===== config.mk =====
export PLATFORM = sky130hd
export DESIGN_NAME = host_queue_command_pointer
export DESIGN_NICKNAME = d
export VERILOG_FILES = /design/src/logic/hq_pkg.sv /design/src/logic/host_queue_command_pointer.sv /design/src/logic/hq_skid_buffer.sv /design/src/logic/hq_rx_counter.sv
export SDC_FILE = /design/constraint.sdc
export NUM_CORES = 1
export LEC_CHECK = 0
export ABC_AREA = 1
export BUFFER_PORTS_ARGS = -buffer_cell sky130_fd_sc_hd__buf_2
export CAP_MARGIN = 20
export CORE_AREA = 2 2 137 166
export CTS_BUF_LIST = sky130_fd_sc_hd__clkbuf_2 sky130_fd_sc_hd__clkbuf_4 sky130_fd_sc_hd__clkbuf_8
export DETAILED_ROUTE_END_ITERATION = 8
export DIE_AREA = 0 0 139 168
export GPL_TIMING_DRIVEN = 0
export HOLD_SLACK_MARGIN = 0.15
export PLACE_DENSITY = 0.7
export SLEW_MARGIN = 20
export SYNTH_ARGS = -nofsm -noshare
export SYNTH_HDL_FRONTEND = slang
export SYNTH_HIERARCHICAL = 1
export SYNTH_SLANG_ARGS = --single-unit

===== constraint.sdc =====
create_clock -name SYS_CLK_IN -period 8.5 [get_ports SYS_CLK_IN]
set_clock_uncertainty 0.1 [all_clocks]
set_input_delay 1.7 -clock SYS_CLK_IN [delete_from_list [all_inputs] [get_ports SYS_CLK_IN]]
set_output_delay 1.7 -clock SYS_CLK_IN [all_outputs]
set_load 0.01 [all_outputs]

===== src/logic/hq_pkg.sv =====
package hq_pkg;

  // ****************************************************************
  // register map (byte offsets on the host bus)
  // ****************************************************************
  localparam logic [3:0] OFF_TX_ENQUEUE_COMMAND = 4'h0;
  localparam logic [3:0] OFF_RX_RELEASE_COMMAND = 4'h2;
  localparam logic [3:0] OFF_TX_FRAME_POINTER   = 4'h4;
  localparam logic [3:0] OFF_QUEUE_DATA_LOW     = 4'h8;
  localparam logic [3:0] OFF_RX_QUEUE_OCCUPANCY = 4'ha;

  // ****************************************************************
  // field positions and reset values
  // ****************************************************************
  localparam int ENQUEUE_FRAME_BIT   = 0;
  localparam int RELEASE_FRAME_BIT   = 0;
  localparam int AUTO_INCREMENT_BIT  = 14;
  localparam int PTR_WIDTH           = 11;
  localparam int OCC_WIDTH           = 13;
  localparam int RX_IRQ_ENABLE_BIT   = 13;
  localparam logic [10:0] PTR_RESET  = 11'h000;
  localparam logic [12:0] OCC_RESET  = 13'h0000;

  // ****************************************************************
  // queue sizes
  // ****************************************************************
  localparam logic [12:0] RX_QUEUE_BYTES = 13'h1000;
  localparam logic [12:0] TX_QUEUE_BYTES = 13'h1000;

  // ****************************************************************
  // data access sizes
  // ****************************************************************
  typedef enum logic [1:0]
  {
    SIZE_BYTE  = 2'h0,
    SIZE_WORD  = 2'h1,
    SIZE_DWORD = 2'h2
  } access_size_type;

  typedef struct packed
  {
    logic [10:0] addr;
    logic [31:0] data;
    logic [1:0]  size;
  } tx_word_type;

  typedef enum logic [1:0]
  {
    TX_IDLE = 2'b00,
    TX_BUSY = 2'b01,
    TX_DONE = 2'b11
  } tx_state_type;

endpackage


===== src/logic/host_queue_command_pointer.sv =====
`timescale 1ns/1ps
// Function
// - rx occupancy bytes in bits 12..0
// - receive queue holds 4096 bytes
// - count updates per frame, interrupt if enabled
// - frame dropped when it does not fit the free rx queue space
// - write one queues transmit frame
// - enqueue bit self-clears after transmission
// - write one releases current rx frame
// - release bit self-clears once freed
// - 11-bit tx pointer addresses data writes
// - auto-increment advances pointer by size
// - without auto-increment pointer holds
// - enqueue resets pointer to next frame
// - data reads rx, writes tx queue
// - transmit queue holds 4096 bytes
module host_queue_command_pointer
(
  input  wire logic                SYS_CLK_IN,
  input  wire logic                RESET_IN,
  input  wire logic                HOST_WR_IN,
  input  wire logic                HOST_RD_IN,
  input  wire logic [3:0]          HOST_ADDR_IN,
  input  wire logic [1:0]          HOST_SIZE_IN,
  input  wire logic [31:0]         HOST_WDATA_IN,
  output logic [31:0]              HOST_RDATA_OUT,
  output logic                     HOST_READY_OUT,
  input  wire logic [15:0]         IRQ_ENABLE_IN,
  output logic                     RX_IRQ_OUT,
  input  wire logic                RX_FRAME_DONE_IN,
  input  wire logic [12:0]         RX_FRAME_BYTES_IN,
  output logic                     RX_FRAME_DROP_OUT,
  input  wire logic [31:0]         RX_DATA_IN,
  output logic                     RX_DATA_POP_OUT,
  input  wire logic [12:0]         RX_RELEASE_BYTES_IN,
  output logic                     RX_RELEASE_OUT,
  input  wire logic                RX_RELEASE_DONE_IN,
  output hq_pkg::tx_word_type      TX_WORD_OUT,
  output logic                     TX_WORD_VALID_OUT,
  input  wire logic                TX_WORD_READY_IN,
  output logic                     TX_ENQUEUE_OUT,
  input  wire logic                TX_DONE_IN,
  input  wire logic [10:0]         TX_NEXT_FRAME_IN
);

  // ****************************************************************
  // address decode
  // ****************************************************************
  // offsets are compared in full; unused ones read zero and ignore writes
  wire sel_txcmd = HOST_ADDR_IN == hq_pkg::OFF_TX_ENQUEUE_COMMAND;
  wire sel_rxcmd = HOST_ADDR_IN == hq_pkg::OFF_RX_RELEASE_COMMAND;
  wire sel_ptr   = HOST_ADDR_IN == hq_pkg::OFF_TX_FRAME_POINTER;
  wire sel_data  = HOST_ADDR_IN == hq_pkg::OFF_QUEUE_DATA_LOW;
  wire sel_occ   = HOST_ADDR_IN == hq_pkg::OFF_RX_QUEUE_OCCUPANCY;

  logic                 enqueue_pending;
  logic                 release_pending;
  logic                 auto_increment;
  logic [10:0]          tx_pointer;
  logic [12:0]          rx_bytes_available;
  logic                 frame_accepted;
  hq_pkg::tx_state_type tx_state;
  hq_pkg::tx_state_type next_tx_state;
  logic                 buf_ready;

  // ****************************************************************
  // pointer step per access size
  // ****************************************************************
  // code 3 is no legal size; it steps as a byte so the pointer stays sane
  function automatic logic [10:0] size_step(input logic [1:0] size);
    case (size)
      hq_pkg::SIZE_BYTE:  size_step = 11'h001;
      hq_pkg::SIZE_WORD:  size_step = 11'h002;
      hq_pkg::SIZE_DWORD: size_step = 11'h004;
      default:            size_step = 11'h001;
    endcase
  endfunction

  // ****************************************************************
  // host strobes
  // ****************************************************************
  // a data write stalls while the buffer is full so no word is lost
  wire data_wr     = HOST_WR_IN && sel_data && buf_ready;
  wire data_rd     = HOST_RD_IN && sel_data;
  wire enqueue_wr  = HOST_WR_IN && sel_txcmd
                     && HOST_WDATA_IN[hq_pkg::ENQUEUE_FRAME_BIT];
  wire release_wr  = HOST_WR_IN && sel_rxcmd
                     && HOST_WDATA_IN[hq_pkg::RELEASE_FRAME_BIT];
  // a second command while its bit is set is ignored, not queued
  wire enqueue_go  = enqueue_wr && !enqueue_pending;
  wire release_go  = release_wr && !release_pending;
  wire ptr_wr      = HOST_WR_IN && sel_ptr;

  // a stalled write is refused, not queued: the host holds it until ready
  assign HOST_READY_OUT = !(HOST_WR_IN && sel_data) || buf_ready;

  // ****************************************************************
  // transmit buffer path
  // ****************************************************************
  hq_pkg::tx_word_type tx_word;
  assign tx_word.addr = tx_pointer;
  assign tx_word.data = HOST_WDATA_IN;
  // the size travels with the word so the far side knows its lanes
  assign tx_word.size = HOST_SIZE_IN;

  // the transmit store itself, hq_pkg::TX_QUEUE_BYTES deep, lies past
  // TX_WORD_OUT; this side only names a byte in it and hands the word on
  hq_skid_buffer u_buf
  (
    .clk_in    (SYS_CLK_IN),
    .reset_in  (RESET_IN),
    .data_in   (tx_word),
    .valid_in  (data_wr),
    .ready_out (buf_ready),
    .data_out  (TX_WORD_OUT),
    .valid_out (TX_WORD_VALID_OUT),
    .ready_in  (TX_WORD_READY_IN)
  );

  // ****************************************************************
  // receive occupancy
  // ****************************************************************
  // a done pulse from the release engine only counts while a release is
  // pending, so a stray pulse cannot shrink the occupancy
  hq_rx_counter u_rx
  (
    .clk_in           (SYS_CLK_IN),
    .reset_in         (RESET_IN),
    .frame_done_in    (RX_FRAME_DONE_IN),
    .frame_bytes_in   (RX_FRAME_BYTES_IN),
    .release_in       (release_pending && RX_RELEASE_DONE_IN),
    .release_bytes_in (RX_RELEASE_BYTES_IN),
    .occupancy_out    (rx_bytes_available),
    .accepted_out     (frame_accepted),
    .dropped_out      (RX_FRAME_DROP_OUT)
  );

  // ****************************************************************
  // pointer next value
  // ****************************************************************
  // enqueue wins over a pointer write, so a frame handed to the
  // transmitter is never left with the pointer inside it
  wire [10:0] next_tx_pointer =
      enqueue_go                  ? TX_NEXT_FRAME_IN :
      ptr_wr                      ? HOST_WDATA_IN[10:0] :
      (data_wr && auto_increment) ? tx_pointer + size_step(HOST_SIZE_IN) :
      tx_pointer;

  wire next_auto = ptr_wr
                   ? HOST_WDATA_IN[hq_pkg::AUTO_INCREMENT_BIT]
                   : auto_increment;

  // ****************************************************************
  // transmit sequencing
  // ****************************************************************
  // a command taken in the done cycle goes straight back to busy, or its
  // bit would wait for a done pulse that never comes
  always_comb
  begin
    next_tx_state = tx_state;
    case (tx_state)
      hq_pkg::TX_IDLE: if (enqueue_go) next_tx_state = hq_pkg::TX_BUSY;
      hq_pkg::TX_BUSY: if (TX_DONE_IN) next_tx_state = hq_pkg::TX_DONE;
      hq_pkg::TX_DONE:
        next_tx_state = enqueue_go ? hq_pkg::TX_BUSY : hq_pkg::TX_IDLE;
      default:         next_tx_state = hq_pkg::TX_IDLE;
    endcase
  end

  // ****************************************************************
  // command bits
  // ****************************************************************
  // set wins: a done pulse in the cycle of a fresh command cannot eat it
  wire tx_finished = (tx_state == hq_pkg::TX_BUSY) && TX_DONE_IN;
  wire next_enqueue_pending =
      enqueue_go || (enqueue_pending && !tx_finished);
  wire next_release_pending =
      release_go || (release_pending && !RX_RELEASE_DONE_IN);

  always_ff @(posedge SYS_CLK_IN)
  begin
    if (RESET_IN)
      enqueue_pending <= 1'b0;
    else
      enqueue_pending <= next_enqueue_pending;
  end

  always_ff @(posedge SYS_CLK_IN)
  begin
    if (RESET_IN)
      release_pending <= 1'b0;
    else
      release_pending <= next_release_pending;
  end

  // ****************************************************************
  // transmit state and pointer
  // ****************************************************************
  always_ff @(posedge SYS_CLK_IN)
  begin
    if (RESET_IN)
      tx_state <= hq_pkg::TX_IDLE;
    else
      tx_state <= next_tx_state;
  end

  always_ff @(posedge SYS_CLK_IN)
  begin
    if (RESET_IN)
      tx_pointer <= hq_pkg::PTR_RESET;
    else
      tx_pointer <= next_tx_pointer;
  end

  always_ff @(posedge SYS_CLK_IN)
  begin
    if (RESET_IN)
      auto_increment <= 1'b0;
    else
      auto_increment <= next_auto;
  end

  // ****************************************************************
  // strobes to the queues
  // ****************************************************************
  // one-cycle pulses: the queues act on the edge, the command bits
  // carry the level that the host polls
  always_ff @(posedge SYS_CLK_IN)
  begin
    if (RESET_IN)
      TX_ENQUEUE_OUT <= 1'b0;
    else
      TX_ENQUEUE_OUT <= enqueue_go;
  end

  always_ff @(posedge SYS_CLK_IN)
  begin
    if (RESET_IN)
      RX_RELEASE_OUT <= 1'b0;
    else
      RX_RELEASE_OUT <= release_go;
  end

  // ****************************************************************
  // receive interrupt
  // ****************************************************************
  // the enable is registered beside the accept flag, so the pulse comes
  // in the cycle of the occupancy update, gated by the enable as it
  // stood when the frame ended
  logic irq_armed;

  always_ff @(posedge SYS_CLK_IN)
  begin
    if (RESET_IN)
      irq_armed <= 1'b0;
    else
      irq_armed <= IRQ_ENABLE_IN[hq_pkg::RX_IRQ_ENABLE_BIT];
  end

  assign RX_IRQ_OUT = frame_accepted && irq_armed;

  // ****************************************************************
  // read data
  // ****************************************************************
  // reserved bits are tied low in each word, so a host that masks
  // nothing still sees zeros there
  wire [31:0] txcmd_word = {31'h0, enqueue_pending};
  wire [31:0] rxcmd_word = {31'h0, release_pending};
  wire [31:0] ptr_word   = {17'h0, auto_increment, 3'h0, tx_pointer};
  wire [31:0] occ_word   = {19'h0, rx_bytes_available};

  // a data read hands RX_DATA_IN over as it stands and asks for the next
  wire [31:0] read_mux =
      sel_txcmd ? txcmd_word :
      sel_rxcmd ? rxcmd_word :
      sel_ptr   ? ptr_word :
      sel_occ   ? occ_word :
      sel_data  ? RX_DATA_IN :
      32'h0000_0000;

  // read data holds until the next read, so a slow host may take it late
  wire [31:0] next_rdata = HOST_RD_IN ? read_mux : HOST_RDATA_OUT;

  always_ff @(posedge SYS_CLK_IN)
  begin
    if (RESET_IN)
      HOST_RDATA_OUT <= 32'h0000_0000;
    else
      HOST_RDATA_OUT <= next_rdata;
  end

  always_ff @(posedge SYS_CLK_IN)
  begin
    if (RESET_IN)
      RX_DATA_POP_OUT <= 1'b0;
    else
      RX_DATA_POP_OUT <= data_rd;
  end

endmodule


===== src/logic/hq_skid_buffer.sv =====
`timescale 1ns/1ps
module hq_skid_buffer
(
  input  wire logic                clk_in,
  input  wire logic                reset_in,
  input  wire hq_pkg::tx_word_type data_in,
  input  wire logic                valid_in,
  output logic                     ready_out,
  output hq_pkg::tx_word_type      data_out,
  output logic                     valid_out,
  input  wire logic                ready_in
);

  hq_pkg::tx_word_type slot [2];
  logic                rd_ptr;
  logic                wr_ptr;
  logic [1:0]          count;

  wire push = valid_in && ready_out;
  wire pop  = valid_out && ready_in;

  assign ready_out = (count != 2'h2);
  assign valid_out = (count != 2'h0);
  assign data_out  = slot[rd_ptr];

  always_ff @(posedge clk_in)
  begin
    if (reset_in)
    begin
      rd_ptr <= 1'b0;
      wr_ptr <= 1'b0;
      count  <= 2'h0;
    end
    else
    begin
      if (push)
      begin
        slot[wr_ptr] <= data_in;
        wr_ptr       <= ~wr_ptr;
      end
      if (pop)
        rd_ptr <= ~rd_ptr;
      count <= count + {1'b0, push} - {1'b0, pop};
    end
  end

endmodule


===== src/logic/hq_rx_counter.sv =====
`timescale 1ns/1ps
module hq_rx_counter
(
  input  wire logic        clk_in,
  input  wire logic        reset_in,
  input  wire logic        frame_done_in,
  input  wire logic [12:0] frame_bytes_in,
  input  wire logic        release_in,
  input  wire logic [12:0] release_bytes_in,
  output logic [12:0]      occupancy_out,
  output logic             accepted_out,
  output logic             dropped_out
);

  // a frame that does not fit the free space is dropped whole
  wire [12:0] free_bytes = hq_pkg::RX_QUEUE_BYTES - occupancy_out;
  wire        fits       = frame_bytes_in <= free_bytes;
  wire        accept     = frame_done_in && fits;
  wire [12:0] add_bytes  = accept ? frame_bytes_in : 13'h0000;
  wire [12:0] sub_bytes  = release_in ? release_bytes_in : 13'h0000;

  always_ff @(posedge clk_in)
  begin
    if (reset_in)
    begin
      occupancy_out <= hq_pkg::OCC_RESET;
      accepted_out  <= 1'b0;
      dropped_out   <= 1'b0;
    end
    else
    begin
      occupancy_out <= occupancy_out + add_bytes - sub_bytes;
      accepted_out  <= accept;
      dropped_out   <= frame_done_in && !fits;
    end
  end

endmodule


Yosys cells after proc, flatten, opt, wreduce, memory -nomap -nowiden --
Memories as Yosys holds them, arrays and structs flattened. A register that Yosys moved wholly into a read port is not among the register bits. Index checks and enable logic that the tools add are counted.
Storage, ports and cells: register bits after elaboration 71, bits in writable memories 90, input port bits 131, memories 1, word-level logic and storage cells 91
Cells by class: eq/ne operators 11, order comparisons 1, mux-type cells 20, add/subtract/negate cells 6, bitwise gates (word level) 2, reduce and logical (&&, ||, !) cells 34
Memories:
- u_buf.slot | words 2, width 45, read ports 1, clocked after Yosys merged registers in 1, wr ports 1, line hq_skid_buffer.sv:14 | hq_pkg::tx_word_type slot [2];
Operator list (count):
- 32-bit 2-to-1 mux | 5
- 11-bit 2-to-1 mux | 3
- 13-bit 2-to-1 mux | 2
- 1-bit logical AND | 20
- 13-bit adder | 1
- 13-bit <= comparator | 1
- 13-bit subtractor | 1
- 13-bit subtractor, first input constant | 1
- 11-bit adder | 1
- 4-bit == test, second input constant | 2
- 1-bit logical NOT | 6
- 1-bit 2-to-1 mux | 6
- 2-bit != test, second input constant | 3
- 2-bit case mux with 3 select lines | 1
- 3-bit case mux with 2 select lines | 1
- 2-bit by 1-bit == test with 1-bit output, second input constant | 2
- 2-bit == test, second input constant | 2
- 4-bit by 2-bit == test with 1-bit output, second input constant | 1
- 4-bit by 3-bit == test with 1-bit output, second input constant | 1
- 4-bit logical NOT | 1
- 2-bit 2-to-1 mux | 2
- 1-bit logical OR | 3
- 3-bit nonzero test | 1
- 2-bit by 1-bit adder with 2-bit output | 1
- other kinds (5) | 6

Logic depth before layout (Yosys ltp) --
word-level depth 7, gate-level depth with buffers 32, gate-level depth less buffers 31

Modules after synthesis --
Netlist, hierarchy kept.
Modules (own cells, without submodules):
- hq_skid_buffer | times used 1, area an instance 3698.5 um^2, cells an instance 178, sequential area each 2802.7 um^2
- host_queue_command_pointer | times used 1, area an instance 2802.7 um^2, cells an instance 415, sequential area each 1041.0 um^2
- hq_rx_counter | times used 1, area an instance 2033.2 um^2, cells an instance 294, sequential area each 300.3 um^2

Worst setup path before layout --
No wires, ideal clock.
kind input to register, start point input HOST_WR_IN, end point memory u_buf/slot[1][0] in the netlist's numbering (enable), path slack 2.501 ns, stages on the path 5, library setup time 0.503 ns, buffers on the path 1, arrival time 5.396 ns, cells stage by stage buf_2 inv_1 nor4_1 nand2_1 nor3_1
Between the ends: cells in the longest elaborated chain, start to end 6
Ends and longest elaborated chain:
- start: declaration | line host_queue_command_pointer.sv:21 | input wire logic HOST_WR_IN,
- 1-bit logical AND (2 in a row) | line host_queue_command_pointer.sv:83 | wire data_wr = HOST_WR_IN && sel_data && buf_ready;
- net data_wr | line host_queue_command_pointer.sv:83
- 1-bit logical AND | line hq_skid_buffer.sv:19 | wire push = valid_in && ready_out;
- 1-bit 2-to-1 mux | line hq_skid_buffer.sv:36 | if (push)
- 1-bit 2-to-1 mux | line hq_skid_buffer.sv:28 | if (reset_in)
- 1-bit 2-to-1 mux (not written as such) | line hq_skid_buffer.sv:38 | slot[wr_ptr] <= data_in;
- end: declaration | line hq_skid_buffer.sv:14
The timed path passes the listed nets, and every way through them passes these cells.

Final worst setup path --
start point register u_rx.occupancy_out[0], end point register u_rx.occupancy_out[10]
Between the ends: cells in the longest elaborated chain, start to end 6
Ends and longest elaborated chain:
- start: declaration | line hq_rx_counter.sv:10 | output logic [12:0] occupancy_out,
- start signal: assignment | line hq_rx_counter.sv:26 | occupancy_out <= hq_pkg::OCC_RESET;
- start signal: assignment | line hq_rx_counter.sv:32 | occupancy_out <= occupancy_out + add_bytes - sub_bytes;
- 13-bit subtractor | line hq_rx_counter.sv:16 | wire [12:0] free_bytes = hq_pkg::RX_QUEUE_BYTES - occupancy_out;
- 13-bit <= comparator | line hq_rx_counter.sv:17 | wire fits = frame_bytes_in <= free_bytes;
- 1-bit logical AND | line hq_rx_counter.sv:18 | wire accept = frame_done_in && fits;
- 13-bit 2-to-1 mux | line hq_rx_counter.sv:19 | wire [12:0] add_bytes = accept ? frame_bytes_in : 13'h0000;
- 13-bit adder * | line hq_rx_counter.sv:32
- 13-bit subtractor * | line hq_rx_counter.sv:32
Every way passes the cells marked *; elsewhere a longest branch is shown, timed or not. A chain may end at the register's enable or synchronous reset.

==> qor.yml <==
antenna_found_initial: 1
place_congestion: 0.879
max_stage_delay_ns: 0.48
dieArea_sq_um: 23400
syn2layout_area_growth_pct: 21.7
antenna_left: 0
via_count: 6790
postLayoutSetupSlackWorst_ns: 3.52
drt-met1-wl_um: 9140
drtPass1Iterations: 5
drt_iter0_drc: 486
path_clk_slew_ns: 0.10
dr_wl_met2_um: 10600
synthFlopType: "edfxtp_1"
ys_types: 46
grt_max_degree: 25
grt_pass1_wl_um: 34600
power_leakage_uw: 0.00469
wl_met3_um: 1510
avgSynthCellArea_sq_um: 9.62
worstMarginPinSlew_ns: 0.660
io_buffers: 197
totalWireLength_um: 21500
drv_slew: 0
synthCells: 887
fin_crit_sh: 0.586
synth_commonest_cells: "nand2_1, inv_1, edfxtp_1"
end_kind: "flop"
setup.worst_path.start_class: "flop"
row_count: 60
synth_most_common_cell: "nand2_1"
final_cell_count_no_fill: 1402
worstPathMaxFanout: 10
via_per_inst: 4.84
min_delay_path_depth: 2
fmax_mhz: 201
syn_nets: 1065
cts_buffers: 17
relSlewSlack: 0.560
synth_mux_area_frac: 0.0781
cts.path.max_buffers: 2
irDropWorstVdd_mv: 0.127
cts_resized: 0
rr_endpoint: "u_rx/occupancy_out[10]"
p_per_area_nw_per_um2: 245
wire_per_inst_um: 15.4
total_power_uw: 2550
timing.setup.tns_ns: 0
dpl_worst_slack_ns: 3.31
crit_top_cell: "nand2_1"
drive_gt1_frac: 0.296
hold_buffers: 0
synth-edff-count: 90
drc: 0
rr_worst_depth: 29
die_height_um: 168
final_nets: 1288
fin_crit_ns: 4.98
maxCapViolCount: 0
ys_ff_latch: 162
regToRegStartpoint: "u_rx/occupancy_out[0]"
holdCritPathClass: "reg2reg"
grt_pass1_vias: 6696
synth_area_leader_cell: "edfxtp_1"
cts_max_level: 4
cts_setup_buffers: 0
io_pins: 215
synthArstFlopShare: 0
rrSetupSlack_ns: 3.52
outcome: "finished clean"
mappedNetlistArea_sq_um: 8530
slowest_stage: "fa_1"
hold_viol: 0
hp-start: "HOST_RDATA_OUT[18]"
place_inst: 1370
initial_core_util: 0.389
clock_sinks: 162
antenna_cells: 0
synthTopCellsByArea: "edfxtp_1, dfxtp_1, nand2_1, mux2_4, inv_1"
hold_end: "HOST_RDATA_OUT[18]"
overflow: 0
crit_required_ns: 8.80
setup_viol: 0
synth_fa_ha_area_frac: 0.0803
synth_top_area_frac: 0.317
cts_tree: "built"
dp_hpwl_um: 17100
clk_latency_ns: 0.46
synth_warnings: 6
synth_compound_gate_area_share: 0.0778
cts-root-buf: "clkbuf_8"
cp.arrival_ns: 5.28
criticalPathCategory: "reg2reg"
top_layer_used: "met5"
synth_xor_area_frac: 0.0133
core_sq_um: 21900
rsz0062_at_grt: "false"
synth-simple-area-share: 0.181
die_x_um: 139
yosysSeqAreaShare: 0.486
grt_use_total: 0.189
synth_top_family_by_area: "simple AND/OR/NAND/NOR gates"
worst max-delay path, delay by kind of cell (launching register included):
kind	cells	cell delay, ns
and+or+nand+nor	16	1.98
adders and majority gates	4	1.44
buffers and inverters	5	0.46
AOI/OAI and AO/OA	3	0.42
DFF	1	0.38
xor gates and xnor gates	1	0.16
logic make-up after synthesis:
family	Yosys count
mux	46
fa+ha+maj	47
xor+xnor	13
buf+inv	165
flops	162
compound gates	123
simple gates	331
state kept, by name, summed over array words and instances (netlist names), named ones only:
signal,count
HOST_RDATA_OUT,32
RX_DATA_POP_OUT,1
RX_RELEASE_OUT,1
TX_ENQUEUE_OUT,1
auto_increment,1
enqueue_pending,1
irq_armed,1
release_pending,1
tx_pointer,11
tx_state,2
u_buf/count,2
u_buf/rd_ptr,1
u_buf/slot,90
u_buf/wr_ptr,1
u_rx/accepted_out,1
u_rx/dropped_out,1
u_rx/occupancy_out,13
worst max path at each step:
stage	startpoint	to	slack (ns)	cells after the start
after floorplan	HOST_WR_IN	u_buf/slot[1][0]	2.50	5
after global placement	HOST_ADDR_IN[0]	u_buf/slot[1][42]	0.59	6
after detailed placement	RX_FRAME_BYTES_IN[12]	u_rx/occupancy_out[10]	3.31	23
after CTS	u_rx/occupancy_out[0]	u_rx/occupancy_out[10]	3.55	29
after global routing	u_rx/occupancy_out[0]	u_rx/occupancy_out[9]	3.08	31
final	u_rx/occupancy_out[0]	u_rx/occupancy_out[10]	3.52	29
where the power goes:
group	switching [uW]	internal [uW]	leakage [uW]
clock network	294	294	0.000208
logic	609	433	0.00307
registers	50.4	869	0.00141
routing by layer:
layer / vias to the layer above / GRT usage
met1: 3137 / 0.230
met5: - / 0
met3: 21 / 0.0464
met4: 2 / 0.0514
li1: 3401 / -
met2: 229 / 0.333
layout make-up:
class	count	area [sq um]
plain buffers	26	194
clock buffers	17	234
clock inverters	15	179
fillers	2081	11500
inverters	139	522
multi-input cells	560	3690
flip-flops and latches	162	4140
well taps	279	349
repair buffers	204	1080
stage by stage:
| stage | area (sq um) | utilization | hold WS (ns) |
|---|---|---|---|
| after floorplan | 8530 | - | 0.345 |
| final | 10400 | 0.474 | 0.368 |
| after CTS | 10400 | 0.474 | 0.369 |
| after global routing | 10400 | 0.474 | 0.389 |
| after detailed placement | 9970 | 0.455 | 0.356 |
| after global placement | 9870 | 0.450 | 0.350 |
cell usage in the layout, fill, tap and decap left out, types with 3 or more instances in the layout:
cell type	Yosys	routed
buf_2	4	201
nand2_1	181	181
inv_1	125	125
edfxtp_1	90	90
dfxtp_1	72	72
a21oi_1	67	67
nand3_1	54	54
nor2_1	50	49
mux2_4	40	40
ha_1	34	34
o21ai_1	19	19
o21ai_0	19	19
clkbuf_8	0	17
clkbuf_1	14	14
inv_2	13	13
fa_1	13	13
xor2_1	12	12
nand4_1	10	10
o221ai_1	7	7
nand2_2	5	5
a31oi_1	5	5
buf_6	3	5
nor3_1	6	5
buf_12	4	5
mux2_2	5	5
nand3_2	4	4
buf_4	1	4
nor2_2	4	4
inv_6	0	4
nor4_1	3	3
nor2_4	2	3
o21bai_1	3	3
clkinv_1	1	3
bufinv_16	0	3
(Power assumes the default switching activity.)
